$ cat config.mk
export PLATFORM = sky130hd
export DESIGN_NAME = pffc_top
export DESIGN_NICKNAME = d
export VERILOG_FILES = /design/src/pffc_pkg.sv /design/src/pffc_pause_timer.sv /design/src/pffc_top.sv
export SDC_FILE = /design/constraint.sdc
export NUM_CORES = 1
export LEC_CHECK = 0
export ABC_AREA = 1
export BUFFER_PORTS_ARGS = -buffer_cell sky130_fd_sc_hd__buf_2
export CAP_MARGIN = 20
export CELL_PAD_IN_SITES_DETAIL_PLACEMENT = 1
export CELL_PAD_IN_SITES_GLOBAL_PLACEMENT = 1
export CORE_MARGIN = 2
export CORE_UTILIZATION = 46
export DETAILED_ROUTE_END_ITERATION = 10
export GPL_TIMING_DRIVEN = 0
export PLACE_DENSITY = 0.95
export SYNTH_ARGS = -nofsm -noshare
export SYNTH_HDL_FRONTEND = slang
export SYNTH_SLANG_ARGS = --single-unit
$ cat constraint.sdc
create_clock -name ref_clk -period 7.5 [get_ports ref_clk]
set_input_delay 0.375 -clock ref_clk [delete_from_list [all_inputs] [get_ports ref_clk]]
set_output_delay 0.375 -clock ref_clk [all_outputs]
set_load 0.05 [all_outputs]
$ cat src/pffc_pkg.sv
// Constants, encodings and byte layout for the pause frame flow control block
package pffc_pkg;
	localparam int N_CLASS = 8;
	localparam int QUANTA_W = 16;
	localparam int QUANTUM_BITS = 512;
	localparam int DATAPATH_BITS = 512;
	localparam int CYC_PER_QUANTUM = QUANTUM_BITS / DATAPATH_BITS;
	typedef enum logic [1:0] {PFFC_MODE_OFF, PFFC_MODE_STD, PFFC_MODE_PFC} pffc_mode_t;
	typedef enum logic {PFFC_GEN_IDLE, PFFC_GEN_SEND} pffc_gen_t;
	// Register word offsets
	localparam logic [3:0] REG_CTRL = 4'h0;
	localparam logic [3:0] REG_HONOUR = 4'h1;
	localparam logic [3:0] REG_TX_QUANTA = 4'h2;
	localparam logic [3:0] REG_SW_REQ = 4'h3;
	localparam logic [3:0] REG_DADDR_L = 4'h4;
	localparam logic [3:0] REG_DADDR_H = 4'h5;
	localparam logic [3:0] REG_SADDR_L = 4'h6;
	localparam logic [3:0] REG_SADDR_H = 4'h7;
	localparam logic [3:0] REG_STATUS = 4'h8;
	localparam logic [3:0] REG_TX_EN = 4'h9;
	// Field positions
	localparam int CTRL_MODE_LSB = 0;
	localparam int CTRL_PROC_EN_BIT = 2;
	localparam int STAT_SENT_LSB = 8;
	localparam int STAT_BUSY_BIT = 16;
	// Reset values
	localparam logic [1:0] RST_MODE = 2'h1;
	localparam logic RST_PROC_EN = 1'b1;
	localparam logic RST_HONOUR = 1'b1;
	localparam logic [15:0] RST_TX_QUANTA = 16'hFFFF;
	localparam logic [7:0] RST_TX_EN = 8'hFF;
	localparam logic [47:0] RST_DADDR = 48'h010000C28001;
	localparam logic [47:0] RST_SADDR = 48'h000000000000;
	// Frame contents, byte indices from the destination address on
	localparam logic [47:0] PAUSE_DA = 48'h010000C28001;
	localparam logic [15:0] PAUSE_TYPE = 16'h8808;
	localparam logic [15:0] OP_STD = 16'h0001;
	localparam logic [15:0] OP_PFC = 16'h0101;
	localparam logic [5:0] IDX_SA = 6'h06;
	localparam logic [5:0] IDX_TYPE = 6'h0C;
	localparam logic [5:0] IDX_OP = 6'h0E;
	localparam logic [5:0] IDX_PARAM = 6'h10;
	localparam logic [5:0] IDX_TIME = 6'h12;
	localparam logic [5:0] IDX_TIME_END = 6'h22;
	localparam logic [5:0] IDX_LAST = 6'h3B;
endpackage

$ cat src/pffc_pause_timer.sv
// One pause quanta countdown for a single traffic class
`timescale 1ns/100ps
module pffc_pause_timer (
	// Clock and reset
	input wire logic ref_clk,
	input wire logic rst_n,
	// Load
	input wire logic load,
	input wire logic [pffc_pkg::QUANTA_W-1:0] load_val,
	// State
	output logic busy
);
	import pffc_pkg::*;
	logic [QUANTA_W-1:0] count_reg;
	logic [QUANTA_W-1:0] count_next;

	always_comb begin
		count_next = count_reg;
		if (load)
			count_next = load_val;
		else if (count_reg != '0)
			count_next = count_reg - QUANTA_W'(CYC_PER_QUANTUM);
	end

	always_ff @(posedge ref_clk or negedge rst_n) begin
		if (!rst_n)
			count_reg <= '0;
		else
			count_reg <= count_next;
	end

	assign busy = count_reg != '0;
endmodule // pffc_pause_timer

$ cat src/pffc_top.sv
// Pause frame generation, pause reception and client stall for the transmit MAC
//
// Our own choices: the Avalon-MM slave port and the placing of the registers.
`timescale 1ns/100ps
module pffc_top (
	// Clock and reset
	input wire logic ref_clk,
	input wire logic rst_n,
	// Avalon-MM register slave
	input wire logic [3:0] avs_address,
	input wire logic avs_read,
	input wire logic avs_write,
	input wire logic [31:0] avs_writedata,
	output logic [31:0] avs_readdata,
	output logic avs_waitrequest,
	// Client pause request and notification
	input wire logic [pffc_pkg::N_CLASS-1:0] pause_insert_tx,
	output logic [pffc_pkg::N_CLASS-1:0] pause_receive_rx,
	// Client transmit handshake
	input wire logic client_frame_active,
	output logic tx_client_ready,
	// Decoded incoming pause frame from the receive side
	input wire logic rx_pause_valid,
	input wire logic rx_pause_pfc,
	input wire logic [47:0] rx_pause_daddr,
	input wire logic [pffc_pkg::N_CLASS-1:0] rx_pause_class_en,
	input wire logic [pffc_pkg::N_CLASS*pffc_pkg::QUANTA_W-1:0] rx_pause_time,
	// Generated pause frame byte stream
	output logic gen_valid,
	output logic gen_sop,
	output logic gen_eop,
	output logic [7:0] gen_data,
	input wire logic gen_ready
);
	import pffc_pkg::*;

	// Builds one byte of the frame from destination address to the end of padding
	function automatic logic [7:0] frame_byte(input logic [5:0] idx, input logic pfc, input logic xoff,
		input logic [7:0] en, input logic [15:0] q, input logic [47:0] src);
		logic [7:0] b;
		logic [47:0] sh;
		logic [5:0] rel;
		logic [15:0] class_pause_time;
		b = 8'h00;
		sh = '0;
		rel = '0;
		class_pause_time = '0;
		if (idx < IDX_SA) begin
			sh = PAUSE_DA << {idx[2:0], 3'b000};
			b = sh[47:40];
		end else if (idx < IDX_TYPE) begin
			rel = idx - IDX_SA;
			sh = src << {rel[2:0], 3'b000};
			b = sh[47:40];
		end else if (idx == IDX_TYPE) begin
			b = PAUSE_TYPE[15:8];
		end else if (idx == IDX_TYPE + 6'h01) begin
			b = PAUSE_TYPE[7:0];
		end else if (idx == IDX_OP) begin
			b = pfc ? OP_PFC[15:8] : OP_STD[15:8];
		end else if (idx == IDX_OP + 6'h01) begin
			b = pfc ? OP_PFC[7:0] : OP_STD[7:0];
		end else if (!pfc) begin
			// XON carries zero quanta; padding follows as zeros
			if (idx == IDX_PARAM && xoff)
				b = q[15:8];
			else if (idx == IDX_PARAM + 6'h01 && xoff)
				b = q[7:0];
		end else if (idx == IDX_PARAM + 6'h01) begin
			b = en;
		end else if (idx >= IDX_TIME && idx < IDX_TIME_END) begin
			rel = (idx - IDX_TIME) >> 1;
			class_pause_time = (xoff && en[rel[2:0]]) ? q : 16'h0000;
			b = idx[0] ? class_pause_time[7:0] : class_pause_time[15:8];
		end
		return b;
	endfunction

	// Register state
	pffc_mode_t mode_reg, mode_next;
	logic proc_en_reg, proc_en_next;
	logic tx_pause_honour_ctrl_reg, tx_pause_honour_ctrl_next;
	logic [15:0] tx_quanta_reg, tx_quanta_next;
	logic [7:0] sw_req_reg, sw_req_next;
	logic [7:0] tx_en_reg, tx_en_next;
	logic [47:0] daddr_reg, daddr_next;
	logic [47:0] saddr_reg, saddr_next;
	logic [31:0] rdata_reg, rdata_next;
	logic wait_reg, wait_next;
	logic [31:0] rd_mux;
	logic wr_take;

	// Generator state
	pffc_gen_t gen_state_reg, gen_state_next;
	logic [5:0] gen_idx_reg, gen_idx_next;
	logic gen_xoff_reg, gen_xoff_next;
	logic [7:0] gen_en_reg, gen_en_next;
	logic [7:0] sent_reg, sent_next;
	logic gen_valid_reg, gen_valid_next;
	logic gen_sop_reg, gen_sop_next;
	logic gen_eop_reg, gen_eop_next;
	logic [7:0] gen_data_reg, gen_data_next;
	logic [7:0] req_eff;
	logic [7:0] need_on;
	logic [7:0] need_off;
	logic gen_start;

	// Receive state
	logic std_pend_reg, std_pend_next;
	logic [15:0] std_pend_val_reg, std_pend_val_next;
	logic [7:0] prx_reg, prx_next;
	logic ready_reg, ready_next;
	logic accept;
	logic [7:0] t_load;
	logic [15:0] t_val [N_CLASS];
	logic [7:0] t_busy;
	logic fc_on;

	assign fc_on = mode_reg == PFFC_MODE_STD || mode_reg == PFFC_MODE_PFC;
	assign wr_take = avs_write && !wait_reg;

	always_comb begin
		rd_mux = 32'h0000_0000;
		unique case (avs_address)
			REG_CTRL: begin
				rd_mux[CTRL_MODE_LSB +: 2] = mode_reg;
				rd_mux[CTRL_PROC_EN_BIT] = proc_en_reg;
			end
			REG_HONOUR: rd_mux[0] = tx_pause_honour_ctrl_reg;
			REG_TX_QUANTA: rd_mux[15:0] = tx_quanta_reg;
			REG_SW_REQ: rd_mux[7:0] = sw_req_reg;
			REG_DADDR_L: rd_mux = daddr_reg[31:0];
			REG_DADDR_H: rd_mux[15:0] = daddr_reg[47:32];
			REG_SADDR_L: rd_mux = saddr_reg[31:0];
			REG_SADDR_H: rd_mux[15:0] = saddr_reg[47:32];
			REG_STATUS: begin
				rd_mux[7:0] = t_busy;
				rd_mux[STAT_SENT_LSB +: 8] = sent_reg;
				rd_mux[STAT_BUSY_BIT] = gen_state_reg == PFFC_GEN_SEND;
			end
			REG_TX_EN: rd_mux[7:0] = tx_en_reg;
			default: rd_mux = 32'h0000_0000;
		endcase
	end

	// One wait cycle per access keeps read data registered
	always_comb begin
		mode_next = mode_reg;
		proc_en_next = proc_en_reg;
		tx_pause_honour_ctrl_next = tx_pause_honour_ctrl_reg;
		tx_quanta_next = tx_quanta_reg;
		sw_req_next = sw_req_reg;
		tx_en_next = tx_en_reg;
		daddr_next = daddr_reg;
		saddr_next = saddr_reg;
		rdata_next = rdata_reg;
		wait_next = 1'b1;
		if ((avs_read || avs_write) && wait_reg) begin
			wait_next = 1'b0;
			rdata_next = avs_read ? rd_mux : 32'h0000_0000;
		end
		if (wr_take) begin
			unique case (avs_address)
				REG_CTRL: begin
					mode_next = pffc_mode_t'(avs_writedata[CTRL_MODE_LSB +: 2]);
					proc_en_next = avs_writedata[CTRL_PROC_EN_BIT];
				end
				REG_HONOUR: tx_pause_honour_ctrl_next = avs_writedata[0];
				REG_TX_QUANTA: tx_quanta_next = avs_writedata[15:0];
				REG_SW_REQ: sw_req_next = avs_writedata[7:0];
				REG_DADDR_L: daddr_next[31:0] = avs_writedata;
				REG_DADDR_H: daddr_next[47:32] = avs_writedata[15:0];
				REG_SADDR_L: saddr_next[31:0] = avs_writedata;
				REG_SADDR_H: saddr_next[47:32] = avs_writedata[15:0];
				REG_TX_EN: tx_en_next = avs_writedata[7:0];
				default: ;
			endcase
		end
	end

	always_ff @(posedge ref_clk or negedge rst_n) begin
		if (!rst_n) begin
			mode_reg <= pffc_mode_t'(RST_MODE);
			proc_en_reg <= RST_PROC_EN;
			tx_pause_honour_ctrl_reg <= RST_HONOUR;
			tx_quanta_reg <= RST_TX_QUANTA;
			sw_req_reg <= 8'h00;
			tx_en_reg <= RST_TX_EN;
			daddr_reg <= RST_DADDR;
			saddr_reg <= RST_SADDR;
			rdata_reg <= 32'h0000_0000;
			wait_reg <= 1'b1;
		end else begin
			mode_reg <= mode_next;
			proc_en_reg <= proc_en_next;
			tx_pause_honour_ctrl_reg <= tx_pause_honour_ctrl_next;
			tx_quanta_reg <= tx_quanta_next;
			sw_req_reg <= sw_req_next;
			tx_en_reg <= tx_en_next;
			daddr_reg <= daddr_next;
			saddr_reg <= saddr_next;
			rdata_reg <= rdata_next;
			wait_reg <= wait_next;
		end
	end

	// Request level against what the partner was last told
	assign req_eff = (pause_insert_tx | sw_req_reg) & tx_en_reg & (mode_reg == PFFC_MODE_STD ? 8'h01 : 8'hFF);
	assign need_on = req_eff & ~sent_reg;
	assign need_off = ~req_eff & sent_reg;
	assign gen_start = gen_state_reg == PFFC_GEN_IDLE && fc_on && !client_frame_active
		&& (need_on | need_off) != 8'h00;

	always_comb begin
		gen_state_next = gen_state_reg;
		gen_idx_next = gen_idx_reg;
		gen_xoff_next = gen_xoff_reg;
		gen_en_next = gen_en_reg;
		sent_next = fc_on ? sent_reg : 8'h00;
		gen_valid_next = gen_valid_reg;
		gen_sop_next = gen_sop_reg;
		gen_eop_next = gen_eop_reg;
		gen_data_next = gen_data_reg;
		unique case (gen_state_reg)
			PFFC_GEN_IDLE: begin
				if (gen_start) begin
					// XOFF first so a stop pending alongside a release goes out ahead of it; a stop raised during a release frame waits for it to end
					gen_state_next = PFFC_GEN_SEND;
					gen_idx_next = 6'h00;
					gen_xoff_next = need_on != 8'h00;
					gen_en_next = (need_on != 8'h00) ? need_on : need_off;
					gen_valid_next = 1'b1;
					gen_sop_next = 1'b1;
					gen_eop_next = 1'b0;
					gen_data_next = frame_byte(6'h00, mode_reg == PFFC_MODE_PFC, 1'b0, 8'h00, 16'h0000, saddr_reg);
				end
			end
			PFFC_GEN_SEND: begin
				if (gen_ready) begin
					gen_sop_next = 1'b0;
					if (gen_idx_reg == IDX_LAST) begin
						gen_state_next = PFFC_GEN_IDLE;
						gen_valid_next = 1'b0;
						gen_eop_next = 1'b0;
						sent_next = gen_xoff_reg ? (sent_reg | gen_en_reg) : (sent_reg & ~gen_en_reg);
					end else begin
						gen_idx_next = gen_idx_reg + 6'h01;
						gen_eop_next = gen_idx_next == IDX_LAST;
						gen_data_next = frame_byte(gen_idx_next, mode_reg == PFFC_MODE_PFC, gen_xoff_reg,
							gen_en_reg, tx_quanta_reg, saddr_reg);
					end
				end
			end
		endcase
	end

	always_ff @(posedge ref_clk or negedge rst_n) begin
		if (!rst_n) begin
			gen_state_reg <= PFFC_GEN_IDLE;
			gen_idx_reg <= 6'h00;
			gen_xoff_reg <= 1'b0;
			gen_en_reg <= 8'h00;
			sent_reg <= 8'h00;
			gen_valid_reg <= 1'b0;
			gen_sop_reg <= 1'b0;
			gen_eop_reg <= 1'b0;
			gen_data_reg <= 8'h00;
		end else begin
			gen_state_reg <= gen_state_next;
			gen_idx_reg <= gen_idx_next;
			gen_xoff_reg <= gen_xoff_next;
			gen_en_reg <= gen_en_next;
			sent_reg <= sent_next;
			gen_valid_reg <= gen_valid_next;
			gen_sop_reg <= gen_sop_next;
			gen_eop_reg <= gen_eop_next;
			gen_data_reg <= gen_data_next;
		end
	end

	// Incoming pause: gate, then load the class timers
	assign accept = rx_pause_valid && fc_on && proc_en_reg && rx_pause_daddr == daddr_reg
		&& (mode_reg == PFFC_MODE_PFC ? rx_pause_pfc
		: (!rx_pause_pfc && tx_pause_honour_ctrl_reg));

	always_comb begin
		std_pend_next = std_pend_reg;
		std_pend_val_next = std_pend_val_reg;
		t_load = 8'h00;
		for (int i = 0; i < N_CLASS; i++)
			t_val[i] = rx_pause_time[i*QUANTA_W +: QUANTA_W];
		if (!fc_on) begin
			// Leaving flow control drops any pause in force
			t_load = 8'hFF;
			for (int i = 0; i < N_CLASS; i++)
				t_val[i] = 16'h0000;
			std_pend_next = 1'b0;
		end else if (mode_reg == PFFC_MODE_PFC) begin
			std_pend_next = 1'b0;
			if (accept)
				t_load = rx_pause_class_en;
		end else begin
			// The frame on the wire completes before the stall begins
			if (accept) begin
				std_pend_next = 1'b1;
				std_pend_val_next = rx_pause_time[QUANTA_W-1:0];
			end
			if ((std_pend_reg || accept) && !client_frame_active) begin
				t_load[0] = 1'b1;
				t_val[0] = accept ? rx_pause_time[QUANTA_W-1:0] : std_pend_val_reg;
				std_pend_next = 1'b0;
			end
		end
		prx_next = mode_reg == PFFC_MODE_PFC ? t_busy : 8'h00;
		ready_next = !(mode_reg == PFFC_MODE_STD && (t_busy[0] || t_load[0]))
			&& gen_state_next == PFFC_GEN_IDLE;
	end

	// Timers run on the transmit MAC clock supplied from outside
	genvar g;
	generate
		for (g = 0; g < N_CLASS; g++) begin : g_timer
			pffc_pause_timer u_timer (
				.ref_clk(ref_clk),
				.rst_n(rst_n),
				.load(t_load[g]),
				.load_val(t_val[g]),
				.busy(t_busy[g])
			);
		end
	endgenerate

	always_ff @(posedge ref_clk or negedge rst_n) begin
		if (!rst_n) begin
			std_pend_reg <= 1'b0;
			std_pend_val_reg <= 16'h0000;
			prx_reg <= 8'h00;
			ready_reg <= 1'b0;
		end else begin
			std_pend_reg <= std_pend_next;
			std_pend_val_reg <= std_pend_val_next;
			prx_reg <= prx_next;
			ready_reg <= ready_next;
		end
	end

	assign avs_readdata = rdata_reg;
	assign avs_waitrequest = wait_reg;
	assign pause_receive_rx = prx_reg;
	assign tx_client_ready = ready_reg;
	assign gen_valid = gen_valid_reg;
	assign gen_sop = gen_sop_reg;
	assign gen_eop = gen_eop_reg;
	assign gen_data = gen_data_reg;
endmodule // pffc_top

==> impl_metrics.csv <==
group,metric,value,unit
clock_tree,cts.clk_slew.worst_paths,0.06,ns
timing,finalSetupViolations,0,
timing,tightestPinTransition,1.12,ns
power,switching_share,43.2,%
logic_synthesis,synth_top_flop_cell,"dfrtp_1",
logic_synthesis,syn_area_per_cell,7.41,sq um
timing,summed_negative_setup_slack_over_all_endpoints,0,ns
logic_synthesis,synth_cells,2748,
layout,mostFrequentLayoutCell,"nand2_1",
logic_synthesis,distinct_cells_synth,57,
drt,detailedRoute.firstIterationViolations,1663,
critical_path,timing.critical_path.from,"gen_idx_reg[0]",
die,die_area,46000,sq um
layout,post_route_cells_drive_above_1_share,14.3,%
power,power_per_cell_area,360,nW/um^2
timing,finClkSkew,0.0306,ns
layout,largest_reg_flops,128,
critical_path,cp_data_arrival_time,4.85,ns
drt,route.detailed.vias_per_inst,5.80,
drt,drtPass1Iterations,6,
power,p_leak,12.0,nW
placed_design,place.gp.congestion,0.981,
logic_synthesis,synth.yosys.warnings,0,
worst_hold_path,worstHoldStart,"rx_pause_time[109]",
timing,unrepaired_setup_endpoints_after_global_routing,"no",
logic_synthesis,seq_area_frac_synth,43.7,%
worst_hold_path,worst_hold_path_type,"primary input to register",
power,total_net_switching_power,0.00377,W
clock_tree,cts_buffers,42,
timing,slew_headroom,23.2,%
placed_design,placedCellCount,3630,
clock_tree,number_of_sinks_on_the_clock_net,354,
global_routing,grt_start_max_net_pins,108,
critical_path,type_of_the_setup_path_with_the_least_slack,"register to register",
power,internal_power,0.00495,W
critical_path,startpoint_class,"register",
placed_design,hpwl,64600,um
global_routing,grt_pass1_wl,131000,um
die,coreArea,43900,sq um
logic_synthesis,synth.net_count,3018,
global_routing,grt.total_usage,36.2,%
drt,route.vias.total,21600,
drt,drc,0,
timing,max_freq,0.230,GHz
power,power.sequential.fraction,33.5,%
logic_synthesis,synth_area,20400,sq um
clock_tree,tritoncts,"built",
die,die_h,214,um
status,result_of_the_run,"complete, no violations",
global_routing,grt_overflow_total,0,
drt,antenna_violating_nets_post_route,0,
critical_path,worst_r2r_startpoint,"gen_idx_reg[0]",
timing,timing.final.max_slew_violations,0,
die,placementRows,77,
timing,final_min_period_over_clock_period,57.9,%
power,ir_worst_vdd,0.159,mV
clock_tree,htreeDepth,2,
drt,wire_length_per_cell_after_detailed_routing,22.8,um
layout,syn2layout_area_growth,19.0,%
clock_tree,ctsRootBufferMaster,"clkbuf_16",
layout,nNetsFinal,3358,
drt,routed_wirelength,84800,um
logic_synthesis,postSynth.asyncResetShare,100,%
logic_synthesis,synth_edf_count,0,
die,die_w,214,um
global_routing,grt_antenna_before_repair,11,
global_routing,grt_pass1_vias,23100,
clock_tree,insertion_delay,0.59,ns
layout,mostFrequentLayoutCells,"nand2_1, dfrtp_1, inv_1",
critical_path,worst-path-max-fanout,12,
placed_design,io_buffer_count,287,
timing,post-route-min-period,4.34,ns
layout,layout.cells.non_filler,3724,
logic_synthesis,synth_seq_cells,354,
power,power.share.combinational,40.4,%
clock_tree,clk_path_buf_depth,3,
critical_path,required_time_of_the_worst_setup_path,8.02,ns
power,p_clk_share,26.1,%
timing,final_hold_viol_count,0,
clock_tree,post_cts.repair.setup_buffers,0,
job,count_of_max_cap_constraint_violations,0,
die,num_io_pins,289,
die,initial_utilization,46.4,%
critical_path,setup.worst_path.end_class,"register",
==> cell usage after synthesis (all sizes together), types with 2 or more instances <==
cell	n	area [sq um]
nor3b	5	37.5
o21ai	270	1350
nor2	255	1010
nand4	36	225
xor2	64	561
o2111ai	3	26.3
dfrtp	320	8010
nor4	9	56.3
a221oi	11	96.3
clkbuf	68	255
a22o	21	184
a31oi	22	138
a22oi	3	22.5
nor2b	2	12.5
nand3b	4	30.0
o22ai	26	163
dfstp	34	893
nand3	157	791
o221ai	6	52.6
nor3	47	235
a21oi	130	666
or2	11	68.8
inv	316	1190
mux2i	7	70.1
o211ai	14	105
a2111oi	4	35.0
o31ai	8	60.1
xnor2	39	342
or3	2	12.5
buf	23	135
nand2	776	2940
a32o	6	60.1
ha	34	425
o21a	2	15.0
a211oi	4	30.0
==> final cells by class <==
class,count,area [sq um]
multi-input combinational,1986,9880
antenna,12,30.0
timing repair buffer,296,1580
clock inverter,15,234
clock buffer,61,1280
tap,592,741
inverter,317,1190
sequential,354,8900
fill,5689,19700
buffer,91,390
==> power groups by stage <==
| stage | sequential (W) | clock, W | combinational (W) |
|---|---|---|---|
| 2_1_floorplan | 0.00289 | 0 | 0.00228 |
| 3_3_place_gp | 0.00288 | 0 | 0.00319 |
| 3_5_place_dp | 0.00292 | 0 | 0.00342 |
| 4_1_cts | 0.00290 | 0.00228 | 0.00348 |
| 5_1_grt | 0.00297 | 0.00236 | 0.00390 |
| 6_report | 0.00292 | 0.00227 | 0.00352 |
==> critical path: stages (launching register included) <==
cell and delay [ns]:
dfrtp_1 0.41, buf_2 0.20, inv_1 0.18, clkbuf_1 0.50, ha_1 0.37, inv_1 0.20
clkbuf_1 0.61, ha_1 0.41, inv_1 0.10, a21oi_1 0.04, o21ai_0 0.10, nand2_1 0.07
nand2_1 0.07, nand3_1 0.06, nor2_1 0.16, nand2_1 0.19, o21ai_0 0.20, nand2_1 0.09
nand2_1 0.07, nand2_1 0.05, nand2_1 0.09, nand2_1 0.06, nand2_1 0.06
==> cell families after synthesis <==
family                   after synthesis  share of synthesized area, %
XOR/XNOR                             103                          4.43
multiplexers                           7                         0.344
AO/OA/AOI/OAI                        535                          15.0
flip-flops                           354                          43.7
AND/OR/NAND/NOR                     1307                          26.7
buffers and inverters                408                          7.77
adder cells (fa/ha/maj)               34                          2.09
==> metal layers <==
layer  track usage (%)  part of all wire, %  vias to the layer above
met5                 0                    0                        -
met4              18.5                  5.5                        0
met3              7.55                  7.8                      236
met2              59.5                   47                      945
met1              45.4                   40                    10700
li1                  -                    -                     9678
==> worst paths after layout <==
kind	slack, ns	cells past startpoint	endpoint
max reg2reg	3.16	22	gen_data[7]
min in group asynchronous	0.34	2	pause_receive_rx[2]
max in group asynchronous	5.74	4	avs_readdata[27]
max	3.16	22	gen_data[7]
min	0.02	3	g_timer[6].u_timer.count_reg[13]
min reg2reg	0.48	2	gen_valid
==> stage by stage <==
| step | utilization, % | cell area [sq um] | total power, W | hold slack (ns) | setup slack [ns] |
|---|---|---|---|---|---|
| 2_1_floorplan | - | 20400 | 0.00517 | 0.0794 | 4.44 |
| 3_3_place_gp | 51.3 | 22500 | 0.00608 | 0.460 | -0.947 |
| 3_5_place_dp | 51.5 | 22600 | 0.00634 | 0.336 | 3.21 |
| 4_1_cts | 55.1 | 24200 | 0.00866 | 0.00217 | 3.17 |
| 5_1_grt | 55.1 | 24200 | 0.00923 | 0.0180 | 2.86 |
| 6_report | 55.2 | 24200 | 0.00872 | 0.0183 | 3.16 |
==> what timing repair did <==
action	CTS	global route
gates resized for setup	0	0
endpoints found under the hold margin	56	0
hold buffers	5	0
(Power assumes the default switching activity.)
